## src/rcm_defines.vh

```
`ifndef RCM_DEFINES_VH
`define RCM_DEFINES_VH

// ----------------------------------------
// addresses and register numbers
// ----------------------------------------
`define RCM_RESET_VECTOR 20'h0FFFE
`define RCM_REG_PC 4'h0
`define RCM_REG_SP 4'h1
`define RCM_REG_SR 4'h2
`define RCM_REG_CG 4'h3
`define RCM_REG_RESET 16'h0000

// ----------------------------------------
// status register bit positions
// ----------------------------------------
`define RCM_SR_C 0
`define RCM_SR_Z 1
`define RCM_SR_N 2
`define RCM_SR_V 8

// ----------------------------------------
// two-operand opcodes
// ----------------------------------------
`define RCM_OP_MOVE 4'h4
`define RCM_OP_ADD 4'h5
`define RCM_OP_ADDC 4'h6
`define RCM_OP_SUBC 4'h7
`define RCM_OP_SUB 4'h8
`define RCM_OP_CMP 4'h9
`define RCM_OP_DECADD 4'hA
`define RCM_OP_BITTEST 4'hB
`define RCM_OP_BITCLR 4'hC
`define RCM_OP_BITSET 4'hD
`define RCM_OP_XOR 4'hE
`define RCM_OP_AND 4'hF

// ----------------------------------------
// single-operand opcodes
// ----------------------------------------
`define RCM_F2_ROTC 3'h0
`define RCM_F2_SWAP 3'h1
`define RCM_F2_ROTA 3'h2
`define RCM_F2_SEXT 3'h3
`define RCM_F2_PUSH 3'h4
`define RCM_F2_CALL 3'h5
`define RCM_F2_RETI 3'h6

`endif

```

## src/rcm_core.v

```verilog
// Behaviour
// - sixteen 16-bit registers serve as instruction sources and destinations.
// - registers zero to three are program counter, stack pointer, status, constants.
// - registers four to fifteen are freely readable and writable storage.
// - register-to-register operations finish in one clock cycle, except those that write the program counter.
// - seven source and four destination addressing modes, memory-to-memory operations need no general register.
// - 27-instruction base in three formats plus extended-address prefix word.
// - each instruction except the jumps, SWAP, SEXT, CALL and RETI selects word or byte operand size.
// - memory and peripherals share one data, address and control bus.
`timescale 1ns/1ps
`default_nettype none
`include "rcm_defines.vh"

module rcm_core (
    input wire sys_clk_in,
    input wire rst_in,
    input wire [15:0] mem_rdata_in,
    output reg [19:0] mem_addr_out,
    output reg [15:0] mem_wdata_out,
    output reg mem_rd_out,
    output reg mem_wr_out,
    output reg mem_byte_out
);

// ----------------------------------------
// states
// ----------------------------------------
localparam [3:0] S_RST = 4'h0;
localparam [3:0] S_VEC = 4'h1;
localparam [3:0] S_FETCH = 4'h2;
localparam [3:0] S_DEC = 4'h3;
localparam [3:0] S_SEXT = 4'h4;
localparam [3:0] S_SRD = 4'h5;
localparam [3:0] S_EXE = 4'h6;
localparam [3:0] S_DEXT = 4'h7;
localparam [3:0] S_DRD = 4'h8;
localparam [3:0] S_POP = 4'h9;
localparam [3:0] S_POPPC = 4'hA;

// ----------------------------------------
// functions
// ----------------------------------------
// pick the addressed byte lane, or the whole word
function [15:0] rcm_lane;
    input [15:0] w;
    input a0;
    input bw;
    begin
        rcm_lane = bw ? {8'h00, (a0 ? w[15:8] : w[7:0])} : w;
    end
endfunction

// result and flags: {update, v, n, z, c, result}
function [20:0] rcm_exec;
    input [15:0] ir;
    input [15:0] s;
    input [15:0] d;
    input cin;
    reg bw;
    reg sub;
    reg ci;
    reg cz;
    reg upd;
    reg c;
    reg v;
    reg carry;
    reg msb;
    reg zero;
    reg [15:0] a;
    reg [15:0] b;
    reg [15:0] op2;
    reg [15:0] r;
    reg [16:0] sum;
    reg [4:0] t;
    integer i;
    begin
        bw = ir[6];
        a = bw ? {8'h00, s[7:0]} : s;
        b = bw ? {8'h00, d[7:0]} : d;
        sub = (ir[15:12] == `RCM_OP_SUBC) || (ir[15:12] == `RCM_OP_SUB) || (ir[15:12] == `RCM_OP_CMP);
        op2 = sub ? (bw ? {8'h00, ~a[7:0]} : ~a) : a;
        ci = (ir[15:12] == `RCM_OP_ADDC || ir[15:12] == `RCM_OP_SUBC) ? cin : (ir[15:12] == `RCM_OP_SUB ||
            ir[15:12] == `RCM_OP_CMP);
        sum = {1'b0, b} + {1'b0, op2} + {16'h0000, ci};
        r = 16'h0000;
        c = cin;
        v = 1'b0;
        upd = 1'b1;
        cz = 1'b0;
        carry = cin;
        t = 5'h00;
        if (ir[15:10] == 6'b000100) begin
            case (ir[9:7])
                `RCM_F2_ROTC: begin
                    r = bw ? {8'h00, cin, a[7:1]} : {cin, a[15:1]};
                    c = a[0];
                end
                `RCM_F2_SWAP: begin
                    r = {s[7:0], s[15:8]};
                    upd = 1'b0;
                end
                `RCM_F2_ROTA: begin
                    r = bw ? {8'h00, a[7], a[7:1]} : {a[15], a[15:1]};
                    c = a[0];
                end
                `RCM_F2_SEXT: begin
                    r = {{8{s[7]}}, s[7:0]};
                    cz = 1'b1;
                end
                default: begin
                    r = a;
                    upd = 1'b0;
                end
            endcase
        end else begin
            case (ir[15:12])
                `RCM_OP_MOVE: begin
                    r = a;
                    upd = 1'b0;
                end
                `RCM_OP_ADD, `RCM_OP_ADDC, `RCM_OP_SUBC, `RCM_OP_SUB, `RCM_OP_CMP: begin
                    r = sum[15:0];
                    c = bw ? sum[8] : sum[16];
                    v = bw ? ((op2[7] == b[7]) && (r[7] != b[7])) : ((op2[15] == b[15]) && (r[15] != b[15]));
                end
                `RCM_OP_DECADD: begin
                    for (i = 0; i < 4; i = i + 1) begin
                        if ((i < 2) || !bw) begin
                            t = {1'b0, b[i*4 +: 4]} + {1'b0, a[i*4 +: 4]} + {4'h0, carry};
                            if (t > 5'h09) begin
                                t = t + 5'h06;
                            end
                            carry = t[4];
                            r[i*4 +: 4] = t[3:0];
                        end
                    end
                    c = carry;
                end
                `RCM_OP_BITTEST, `RCM_OP_AND: begin
                    r = a & b;
                    cz = 1'b1;
                end
                `RCM_OP_BITCLR: begin
                    r = ~a & b;
                    upd = 1'b0;
                end
                `RCM_OP_BITSET: begin
                    r = a | b;
                    upd = 1'b0;
                end
                default: begin
                    r = a ^ b;
                    cz = 1'b1;
                    v = bw ? (a[7] & b[7]) : (a[15] & b[15]);
                end
            endcase
        end
        if (bw && !(ir[15:10] == 6'b000100 && (ir[9:7] == `RCM_F2_SWAP || ir[9:7] == `RCM_F2_SEXT))) begin
            r = {8'h00, r[7:0]};
        end
        msb = bw ? r[7] : r[15];
        zero = bw ? (r[7:0] == 8'h00) : (r == 16'h0000);
        if (cz) begin
            c = ~zero;
        end
        rcm_exec = {upd, v, msb, zero, c, r};
    end
endfunction

// ----------------------------------------
// state and decode
// ----------------------------------------
reg [15:0] rf [0:15];
reg [3:0] state_reg;
reg [15:0] ir_reg;
reg [15:0] src_val_reg;
reg [19:0] src_addr_reg;
reg [19:0] dst_addr_reg;
reg [3:0] ext_src_reg;
reg [3:0] ext_dst_reg;
integer k;

wire [15:0] cur_ir = (state_reg == S_DEC) ? mem_rdata_in : ir_reg;
wire fmt1 = cur_ir[15:14] != 2'b00;
wire fmt2 = cur_ir[15:10] == 6'b000100;
wire jmp = cur_ir[15:13] == 3'b001;
wire pfx = cur_ir[15:11] == 5'b00011;
wire [3:0] sn = fmt1 ? cur_ir[11:8] : cur_ir[3:0];
wire [3:0] dn = cur_ir[3:0];
wire [1:0] as = cur_ir[5:4];
wire ad = cur_ir[7];
wire bw = cur_ir[6];
wire [2:0] op2 = cur_ir[9:7];
wire [15:0] sr = rf[`RCM_REG_SR];
wire [15:0] pc = rf[`RCM_REG_PC];
wire [15:0] sp = rf[`RCM_REG_SP];
wire [15:0] spm2 = sp - 16'h0002;
// constant generator and absolute mode keep these two registers out of plain indirection
wire cg = (sn == `RCM_REG_CG) || ((sn == `RCM_REG_SR) && as[1]);
wire [15:0] cg_val = (sn == `RCM_REG_SR) ? (as[0] ? 16'h0008 : 16'h0004) :
    ((as == 2'b00) ? 16'h0000 : ((as == 2'b01) ? 16'h0001 : ((as == 2'b10) ? 16'h0002 : 16'hFFFF)));
wire [15:0] src_now = cg ? cg_val : rf[sn];
wire src_direct = (as == 2'b00) || cg;
wire [15:0] inc = (bw && sn != `RCM_REG_PC && sn != `RCM_REG_SP) ? 16'h0001 : 16'h0002;
wire [15:0] sv = (state_reg == S_DEC) ? src_now : src_val_reg;
wire [15:0] dv = (state_reg == S_DRD) ? rcm_lane(mem_rdata_in, dst_addr_reg[0], bw) : rf[dn];
wire [20:0] ex = rcm_exec(cur_ir, sv, dv, sr[`RCM_SR_C]);
wire [15:0] res = ex[15:0];
wire writes = fmt2 || (cur_ir[15:12] != `RCM_OP_CMP && cur_ir[15:12] != `RCM_OP_BITTEST);
wire f2_alu = fmt2 && !op2[2];
wire fast = (fmt1 && !ad && src_direct) || (f2_alu && as == 2'b00);
wire reg_wb = ((state_reg == S_DEC) && fast) ||
    ((state_reg == S_EXE) && ((fmt1 && !ad) || (f2_alu && as == 2'b00)));
wire mem_flag = (state_reg == S_DRD) || ((state_reg == S_EXE) && f2_alu && as != 2'b00);
wire [15:0] idx_base = (sn == `RCM_REG_SR) ? 16'h0000 : ((sn == `RCM_REG_PC) ? pc - 16'h0002 : rf[sn]);
wire [15:0] dst_base = (dn == `RCM_REG_SR) ? 16'h0000 : ((dn == `RCM_REG_PC) ? pc - 16'h0002 : rf[dn]);
wire [15:0] jmp_tgt = pc + {{5{cur_ir[9]}}, cur_ir[9:0], 1'b0};
reg taken;

always @* begin
    case (cur_ir[12:10])
        3'h0: taken = !sr[`RCM_SR_Z];
        3'h1: taken = sr[`RCM_SR_Z];
        3'h2: taken = !sr[`RCM_SR_C];
        3'h3: taken = sr[`RCM_SR_C];
        3'h4: taken = sr[`RCM_SR_N];
        3'h5: taken = !(sr[`RCM_SR_N] ^ sr[`RCM_SR_V]);
        3'h6: taken = sr[`RCM_SR_N] ^ sr[`RCM_SR_V];
        default: taken = 1'b1;
    endcase
end

// ----------------------------------------
// sequencer; one bus for memory and peripherals alike
// ----------------------------------------
always @(posedge sys_clk_in) begin
    if (rst_in) begin
        for (k = 0; k < 16; k = k + 1) begin
            rf[k] <= `RCM_REG_RESET;
        end
        state_reg <= S_RST;
        ir_reg <= 16'h0000;
        src_val_reg <= 16'h0000;
        src_addr_reg <= 20'h00000;
        dst_addr_reg <= 20'h00000;
        ext_src_reg <= 4'h0;
        ext_dst_reg <= 4'h0;
        mem_addr_out <= 20'h00000;
        mem_wdata_out <= 16'h0000;
        mem_rd_out <= 1'b0;
        mem_wr_out <= 1'b0;
        mem_byte_out <= 1'b0;
    end else begin
        mem_rd_out <= 1'b0;
        mem_wr_out <= 1'b0;
        mem_byte_out <= 1'b0;
        case (state_reg)
            S_RST: begin
                mem_addr_out <= `RCM_RESET_VECTOR;
                mem_rd_out <= 1'b1;
                state_reg <= S_VEC;
            end
            S_VEC: begin
                rf[`RCM_REG_PC] <= mem_rdata_in;
                state_reg <= S_FETCH;
            end
            S_FETCH: begin
                mem_addr_out <= {4'h0, pc};
                mem_rd_out <= 1'b1;
                rf[`RCM_REG_PC] <= pc + 16'h0002;
                ext_src_reg <= 4'h0;
                ext_dst_reg <= 4'h0;
                state_reg <= S_DEC;
            end
            S_DEC: begin
                ir_reg <= mem_rdata_in;
                if (pfx || (jmp && !taken) || (fast && !(writes && dn == `RCM_REG_PC))) begin
                    // issuing the next fetch here keeps register operations at one per cycle
                    mem_addr_out <= {4'h0, pc};
                    mem_rd_out <= 1'b1;
                    rf[`RCM_REG_PC] <= pc + 16'h0002;
                    ext_src_reg <= pfx ? mem_rdata_in[10:7] : 4'h0;
                    ext_dst_reg <= pfx ? mem_rdata_in[3:0] : 4'h0;
                end else if (jmp) begin
                    rf[`RCM_REG_PC] <= jmp_tgt;
                    state_reg <= S_FETCH;
                end else if (fast) begin
                    state_reg <= S_FETCH;
                end else if (as == 2'b01 && !cg) begin
                    mem_addr_out <= {4'h0, pc};
                    mem_rd_out <= 1'b1;
                    rf[`RCM_REG_PC] <= pc + 16'h0002;
                    state_reg <= S_SEXT;
                end else if (as[1] && !cg) begin
                    mem_addr_out <= {ext_src_reg, rf[sn]};
                    mem_rd_out <= 1'b1;
                    src_addr_reg <= {ext_src_reg, rf[sn]};
                    if (as[0]) begin
                        rf[sn] <= rf[sn] + inc;
                    end
                    state_reg <= S_SRD;
                end else begin
                    src_val_reg <= src_now;
                    src_addr_reg <= 20'h00000;
                    state_reg <= S_EXE;
                end
            end
            S_SEXT: begin
                mem_addr_out <= {ext_src_reg, idx_base + mem_rdata_in};
                mem_rd_out <= 1'b1;
                src_addr_reg <= {ext_src_reg, idx_base + mem_rdata_in};
                state_reg <= S_SRD;
            end
            S_SRD: begin
                src_val_reg <= rcm_lane(mem_rdata_in, src_addr_reg[0], bw);
                state_reg <= S_EXE;
            end
            S_EXE: begin
                state_reg <= S_FETCH;
                if (fmt1 && ad) begin
                    mem_addr_out <= {4'h0, pc};
                    mem_rd_out <= 1'b1;
                    rf[`RCM_REG_PC] <= pc + 16'h0002;
                    state_reg <= S_DEXT;
                end else if (f2_alu && as != 2'b00) begin
                    mem_addr_out <= src_addr_reg;
                    mem_wdata_out <= bw ? {res[7:0], res[7:0]} : res;
                    mem_byte_out <= bw;
                    mem_wr_out <= 1'b1;
                end else if (fmt2 && (op2 == `RCM_F2_PUSH || op2 == `RCM_F2_CALL)) begin
                    rf[`RCM_REG_SP] <= spm2;
                    mem_addr_out <= {4'h0, spm2};
                    mem_wr_out <= 1'b1;
                    if (op2 == `RCM_F2_CALL) begin
                        mem_wdata_out <= pc;
                        rf[`RCM_REG_PC] <= sv;
                    end else begin
                        mem_wdata_out <= bw ? {sv[7:0], sv[7:0]} : sv;
                        mem_byte_out <= bw;
                    end
                end else if (fmt2 && op2 == `RCM_F2_RETI) begin
                    mem_addr_out <= {4'h0, sp};
                    mem_rd_out <= 1'b1;
                    rf[`RCM_REG_SP] <= sp + 16'h0002;
                    state_reg <= S_POP;
                end
            end
            S_DEXT: begin
                mem_addr_out <= {ext_dst_reg, dst_base + mem_rdata_in};
                mem_rd_out <= 1'b1;
                dst_addr_reg <= {ext_dst_reg, dst_base + mem_rdata_in};
                state_reg <= S_DRD;
            end
            S_DRD: begin
                if (writes) begin
                    mem_addr_out <= dst_addr_reg;
                    mem_wdata_out <= bw ? {res[7:0], res[7:0]} : res;
                    mem_byte_out <= bw;
                    mem_wr_out <= 1'b1;
                end
                state_reg <= S_FETCH;
            end
            S_POP: begin
                rf[`RCM_REG_SR] <= mem_rdata_in;
                mem_addr_out <= {4'h0, sp};
                mem_rd_out <= 1'b1;
                rf[`RCM_REG_SP] <= sp + 16'h0002;
                state_reg <= S_POPPC;
            end
            S_POPPC: begin
                rf[`RCM_REG_PC] <= mem_rdata_in;
                state_reg <= S_FETCH;
            end
            default: begin
                state_reg <= S_RST;
            end
        endcase
        if ((reg_wb || mem_flag) && ex[20]) begin
            rf[`RCM_REG_SR] <= {sr[15:9], ex[19], sr[7:3], ex[18], ex[17], ex[16]};
        end
        // a result aimed at the status register overrides the flags it would produce
        if (reg_wb && writes && dn != `RCM_REG_CG) begin
            rf[dn] <= res;
        end
    end
end

endmodule

`default_nettype wire

```

## config.mk

```make
export PLATFORM = sky130hd
export DESIGN_NAME = rcm_core
export DESIGN_NICKNAME = d
export VERILOG_FILES = /design/src/rcm_core.v
export VERILOG_INCLUDE_DIRS = /design/src /design/src/src
export SDC_FILE = /design/constraint.sdc
export NUM_CORES = 2
export LEC_CHECK = 0
export ABC_AREA = 1
export BUFFER_PORTS_ARGS = -buffer_cell sky130_fd_sc_hd__buf_2
export CORE_UTILIZATION = 31
export DETAILED_ROUTE_END_ITERATION = 12
export GPL_ROUTABILITY_DRIVEN = 0
export PLACE_DENSITY = 0.44
export SYNTH_ARGS = -nofsm -noshare
export SYNTH_HDL_FRONTEND = slang
export SYNTH_SLANG_ARGS = --single-unit
```

## constraint.sdc

```tcl
create_clock -name sys_clk_in -period 11.65 [get_ports sys_clk_in]
set_input_delay 1.7475 -clock sys_clk_in [delete_from_list [all_inputs] [get_ports sys_clk_in]]
set_output_delay 1.7475 -clock sys_clk_in [all_outputs]
set_load 0.02 [all_outputs]
```

# ---- Yosys cells after proc, flatten, opt, wreduce, memory -nomap -nowiden
# Memories as Yosys holds them, arrays and structs flattened.
# Index checks and enable logic that the tools add are counted.
dict set report word_totals {
  regBits 123
  latch_bits 0
  ram_bits 256
  rom_bits 0
  input_bits 18
  output_inout_bits 39
  word_cells 427
  memories 1
}
dict set report classes {
  addsub 22
  n_mul 0
  div_mod_pow 0
  n_lt_le_gt_ge 4
  eq_ne 63
  shift 0
  muxes 214
  bitwise_logic 26
  n_reduce_logical 85
}
# memory depth word_bits rd rd_ports_with_merged_regs wr line_no
set memory_table {}
lappend memory_table {rf 16 16 5 0 16 rcm_core.v:173} ;# reg [15:0] rf [0:15];
# operator n
set op_table {}
lappend op_table {{2-to-1 mux 16 bit} 49}
lappend op_table {{2-to-1 mux 20 bit} 15}
lappend op_table {{one-hot mux 20 bit (8 select lines)} 1}
lappend op_table {{2-to-1 mux 1 bit} 109}
lappend op_table {{one-hot mux 16 bit (6 select lines)} 1}
lappend op_table {{one-hot mux 16 bit (2 select lines)} 2}
lappend op_table {{one-hot mux 16 bit (4 select lines)} 1}
lappend op_table {{2-to-1 mux 4 bit} 15}
lappend op_table {{adder 16 bit} 3}
lappend op_table {{equality test 4 bit, second input constant} 10}
lappend op_table {{one-hot mux 20 bit (2 select lines)} 1}
lappend op_table {{one-hot mux 4 bit (9 select lines)} 1}
lappend op_table {{adder 16 x 2 -> 16 bit, second input constant} 2}
lappend op_table {{bitwise AND 16 bit} 2}
lappend op_table {{equality test 4 x 3 -> 1 bit, second input constant} 8}
lappend op_table {{OR reduction 16 bit} 2}
lappend op_table {{subtractor 16 x 2 -> 16 bit, second input constant} 2}
lappend op_table {{logical AND 1 bit} 28}
lappend op_table {{adder 4 x 4 -> 5 bit} 4}
lappend op_table {{adder 5 x 1 -> 5 bit} 4}
lappend op_table {{adder 5 x 3 -> 5 bit, second input constant} 4}
lappend op_table {{equality test 4 x 2 -> 1 bit, second input constant} 5}
lappend op_table {{> comparator 5 x 4 -> 1 bit, second input constant} 4}
lappend op_table {{2-to-1 mux 5 bit} 4}
lappend op_table {{56 further kinds} 137}

# ---- Longest topological paths before layout
dict set report depth {
  word_depth 39
  mapped_depth 77
  ltp_nobuf 75
}

# ---- Worst setup path before layout
# OpenSTA, ideal clock, no wires.
dict set report synth_timing {
  path_kind {input-to-reg}
  startpoint {input port mem_rdata_in[15]}
  endpoint {memory rf[2][0] (data pin)}
  setup_ns 0.252
  arrival_ns 10.895
  t_required_ns 11.398
  slack_ns 0.503
  stages 72
  path_buffers 2
  path_cell_list {clkinv_1 -> nand3_1 -> nand2_4 -> nand2_8 -> buf_12 -> o21ai_4 -> buf_4 -> nand3_1 -> nand3_1 -> nand3_1 -> nand3_1 -> nand3_1 -> nand2_1 -> nand2_1 -> nand2_1 -> inv_1 -> ha_1 -> inv_1 -> [... 36 more ...] -> xnor2_1 -> o221ai_1 -> inv_1 -> nand2_1 -> nor2_1 -> nand2_1 -> nand2_1 -> nand2_1 -> nand2_1 -> nand2_1 -> nor2_1 -> a21oi_1 -> nor2_1 -> nand3_1 -> nand2_1 -> nand2_1 -> nand2_1 -> nand2_1}
}
# element line_no
set synth_rtl {}
lappend synth_rtl {{start, declared} rcm_core.v:17} ;# input wire [15:0] mem_rdata_in,
lappend synth_rtl {{end, declared} rcm_core.v:173}

==> run_results.csv <==
group,metric,value,unit
critical_path,reg2regPathDepth,68,
sta,tightest_slew,1090,ps
synth,synthTopCellsByCount,"nand2_1, nor2_1, inv_1",
sta,skew,33.3,ps
floorplan,fp-row-count,114,
critical_path,r2r_end,"rf[2][0]",
synth,ys_seq_area_share,33.5,%
clock_network,htree_levels,2,
drt,first_pass_iters,7,
synth,synth_most_common_cell,"nand2_1",
critical_path,crit_arrival,11300,ps
place,placed_area,33300,sq um
synth,synth-seq-cells,379,
min_path,hold_path.class,"reg -> reg",
critical_path,worstSetupStartpoint,"mem_rdata_in[14]",
drt,m1WireLength,68.1,mm
cells_and_area,syn_to_final_growth,15.4,%
sta,finalHoldViolCount,0,
clock_network,cts_buffer_depth,3,
drt,drc,0,
critical_path,rr_startpoint,"state_reg[0]",
critical_path,cp_common_cell,"nand2_1",
drt,wl_met2,67.5,mm
synth,synth-simple-area-share,30.1,%
drt,vias,33000,
critical_path,critPathMaxFanout,13,
clock_network,postCtsHoldBufs,0,
synth,yosysWarningCount,0,
drt,dr_wl_met3,16.8,mm
synth,synth_compound_area_share,19.3,%
flow_run,cap_viol_max_count,0,
critical_path,endpoint,"rf[2][0]",
floorplan,core-area,96700,sq um
floorplan,initial_utilization,31.3,%
global_routing,antenna_found_initial,7,
critical_path,worstSetupEndpointType,"flip-flop",
synth,synth_top_family_by_area,"simple AND/OR/NAND/NOR gates",
synth,syn_area_per_cell,7.00,sq um
synth,synthAdderAreaFrac,4.91,%
synth,synth_edf_count,256,
cells_and_area,largest_reg_flops,256,
clock_network,cts_tree,"built",
global_routing,grt_pass1_vias,29900,
synth,synthCells,4322,
critical_path,worstPathRequired,12030,ps
place,portBuffers,56,
global_routing,grt_pass1_wl,226,mm
critical_path,path_class,"in -> reg",
drt,drtIter0Drc,4406,
global_routing,grt_max_degree,53,
synth,synth-xor-area-share,2.34,%
sta,min_period,10920,ps
synth,synthTopCellsByArea,"edfxtp_1, nand2_1, dfxtp_1, nor2_1, nand3_1",
synth,synth.mux.area_fraction,0,%
cells_and_area,fin_area,34900,sq um
sta,whs,459,ps
critical_path,critPathBufInv,17,
clock_network,cts.reportedPaths.clkPinSlew,70,ps
floorplan,die_h,314,um
synth,ys.flop_type,"edfxtp_1",
sta,fmax,91.6,MHz
cells_and_area,drive_above_1_share,14.6,%
sta,max-slew-margin-rel,27.2,%
sta,fin_crit_sh,93.7,%
critical_path,cpPeakStageDelay,600,ps
outcome,status,"finished, final reports clean",
cells_and_area,num-fill-cells,10400,
drt,drt_wl_total,161,mm
cells_and_area,regMostFlops,"rf",
drt,via_per_inst,5.69,
critical_path,cp_top_family,"simple AND/OR/NAND/NOR gates",
clock_network,cts-root-buf,"clkbuf_16",
synth,synth_top_area_cell,"edfxtp_1",
floorplan,die_area,98900,sq um
drt,avgRoutedWirePerCell,27.7,um
critical_path,path_depth,71,
floorplan,io_pins,57,
floorplan,die_x,314,um
global_routing,grt-ovfl-total,0,
synth,netlist.area_leader.share,25.4,%
critical_path,cpMaxStageDelayCell,"fa_2",
synth,netlist_area,30300,sq um
clock_network,clock_sinks,379,
sta,setup-violations-final,0,
cells_and_area,layout.nets,4623,
clock_network,clk_latency,640,ps
global_routing,grtUsageTotal,31.7,%
critical_path,regToRegSetupSlack,1000,ps
clock_network,cts-buffers-inserted,47,
sta,maxSlewViolCount,0,
critical_path,startpoint_type,"primary input",
place,dp_hpwl,122,mm
synth,synthArstFlopShare,0,%
drt,antenna_left,0,
drt,highest_layer,"met5",
synth,ys_types,73,
## per-stage QoR
step / instances / TNS (ps) / util (%) / worst slack (ps)
after floorplan: 4337 / 0 / - / 503
after global placement: 5716 / -10760 / 34.4 / -455
after detailed placement: 5716 / -12280 / 34.4 / -401
after CTS: 5803 / 0 / 36.0 / 234
after global routing: 5808 / -2.17 / 36.1 / -2.17
final: 5810 / 0 / 36.1 / 729
## final cells by class
type / count / area [sq um] / share of cell area (%)
Timing Repair Buffer: 340 / 2560 / 7.34
Sequential cell: 379 / 10100 / 29.1
Tap cell: 1276 / 1600 / 4.57
Multi-Input combinational cell: 3261 / 17300 / 49.6
Clock buffer: 55 / 1230 / 3.51
Inverter: 465 / 1750 / 5.02
Antenna cell: 2 / 5.00 / 0.0143
Clock inverter: 32 / 322 / 0.920
## worst min-delay path by stage
stage / start / to / slack [ps] / cells after the start
after floorplan: src_val_reg[0] / src_val_reg[0] / 430 / 2
after global placement: src_val_reg[0] / src_val_reg[0] / 440 / 2
after detailed placement: src_val_reg[0] / src_val_reg[0] / 450 / 2
after CTS: src_val_reg[0] / src_val_reg[0] / 460 / 2
after global routing: mem_addr_out[0] / mem_addr_out[0] / 480 / 2
final: mem_wdata_out[2] / mem_wdata_out[2] / 460 / 2
## cell usage in the layout (no fill, tap or decap), drive strengths merged, types with 6 or more instances in the layout
cell,n
inv,461
nand3,380
buf,340
a211oi,15
nand2,1099
conb,16
o21a,12
edfxtp,256
a21oi,292
or2,22
nand4,24
o21ai,329
ha,98
nor3,33
a31oi,36
o211ai,71
nand3b,12
o31ai,6
o221ai,62
o22ai,55
o2111ai,24
xor2,70
o21bai,14
clkbuf,55
xnor2,11
clkinv,28
dfxtp,123
fa,13
nor2,522
## worst min-delay path: stages (launching register included)
cell and delay, ps:
dfxtp_1 300, nand2_1 60, a21oi_1 50
## logic make-up (layout without fill, tap and decap cells)
logic type | Yosys count | after routing
AND/OR/NAND/NOR | 2101 | 2101
AO/OA/AOI/OAI | 952 | 952
buffers and inverters | 697 | 892
flip-flops | 379 | 379
adder cells (fa/ha/maj) | 111 | 111
XOR/XNOR | 81 | 81
other | 1 | 18
## per-layer routing
metal,track usage (%),vias to the layer above
met5,0,-
met4,14.3,8
met3,6.80,410
met2,47.2,1842
met1,43.7,15800
li1,-,14900
## what timing repair did
item	in CTS	in global routing
setup endpoints to repair	0	51
setup buffers	0	5
gates resized for setup	0	18
Power is not shown: default switching activity piles up to over one toggle a cycle in this logic, so the estimate is an artifact.
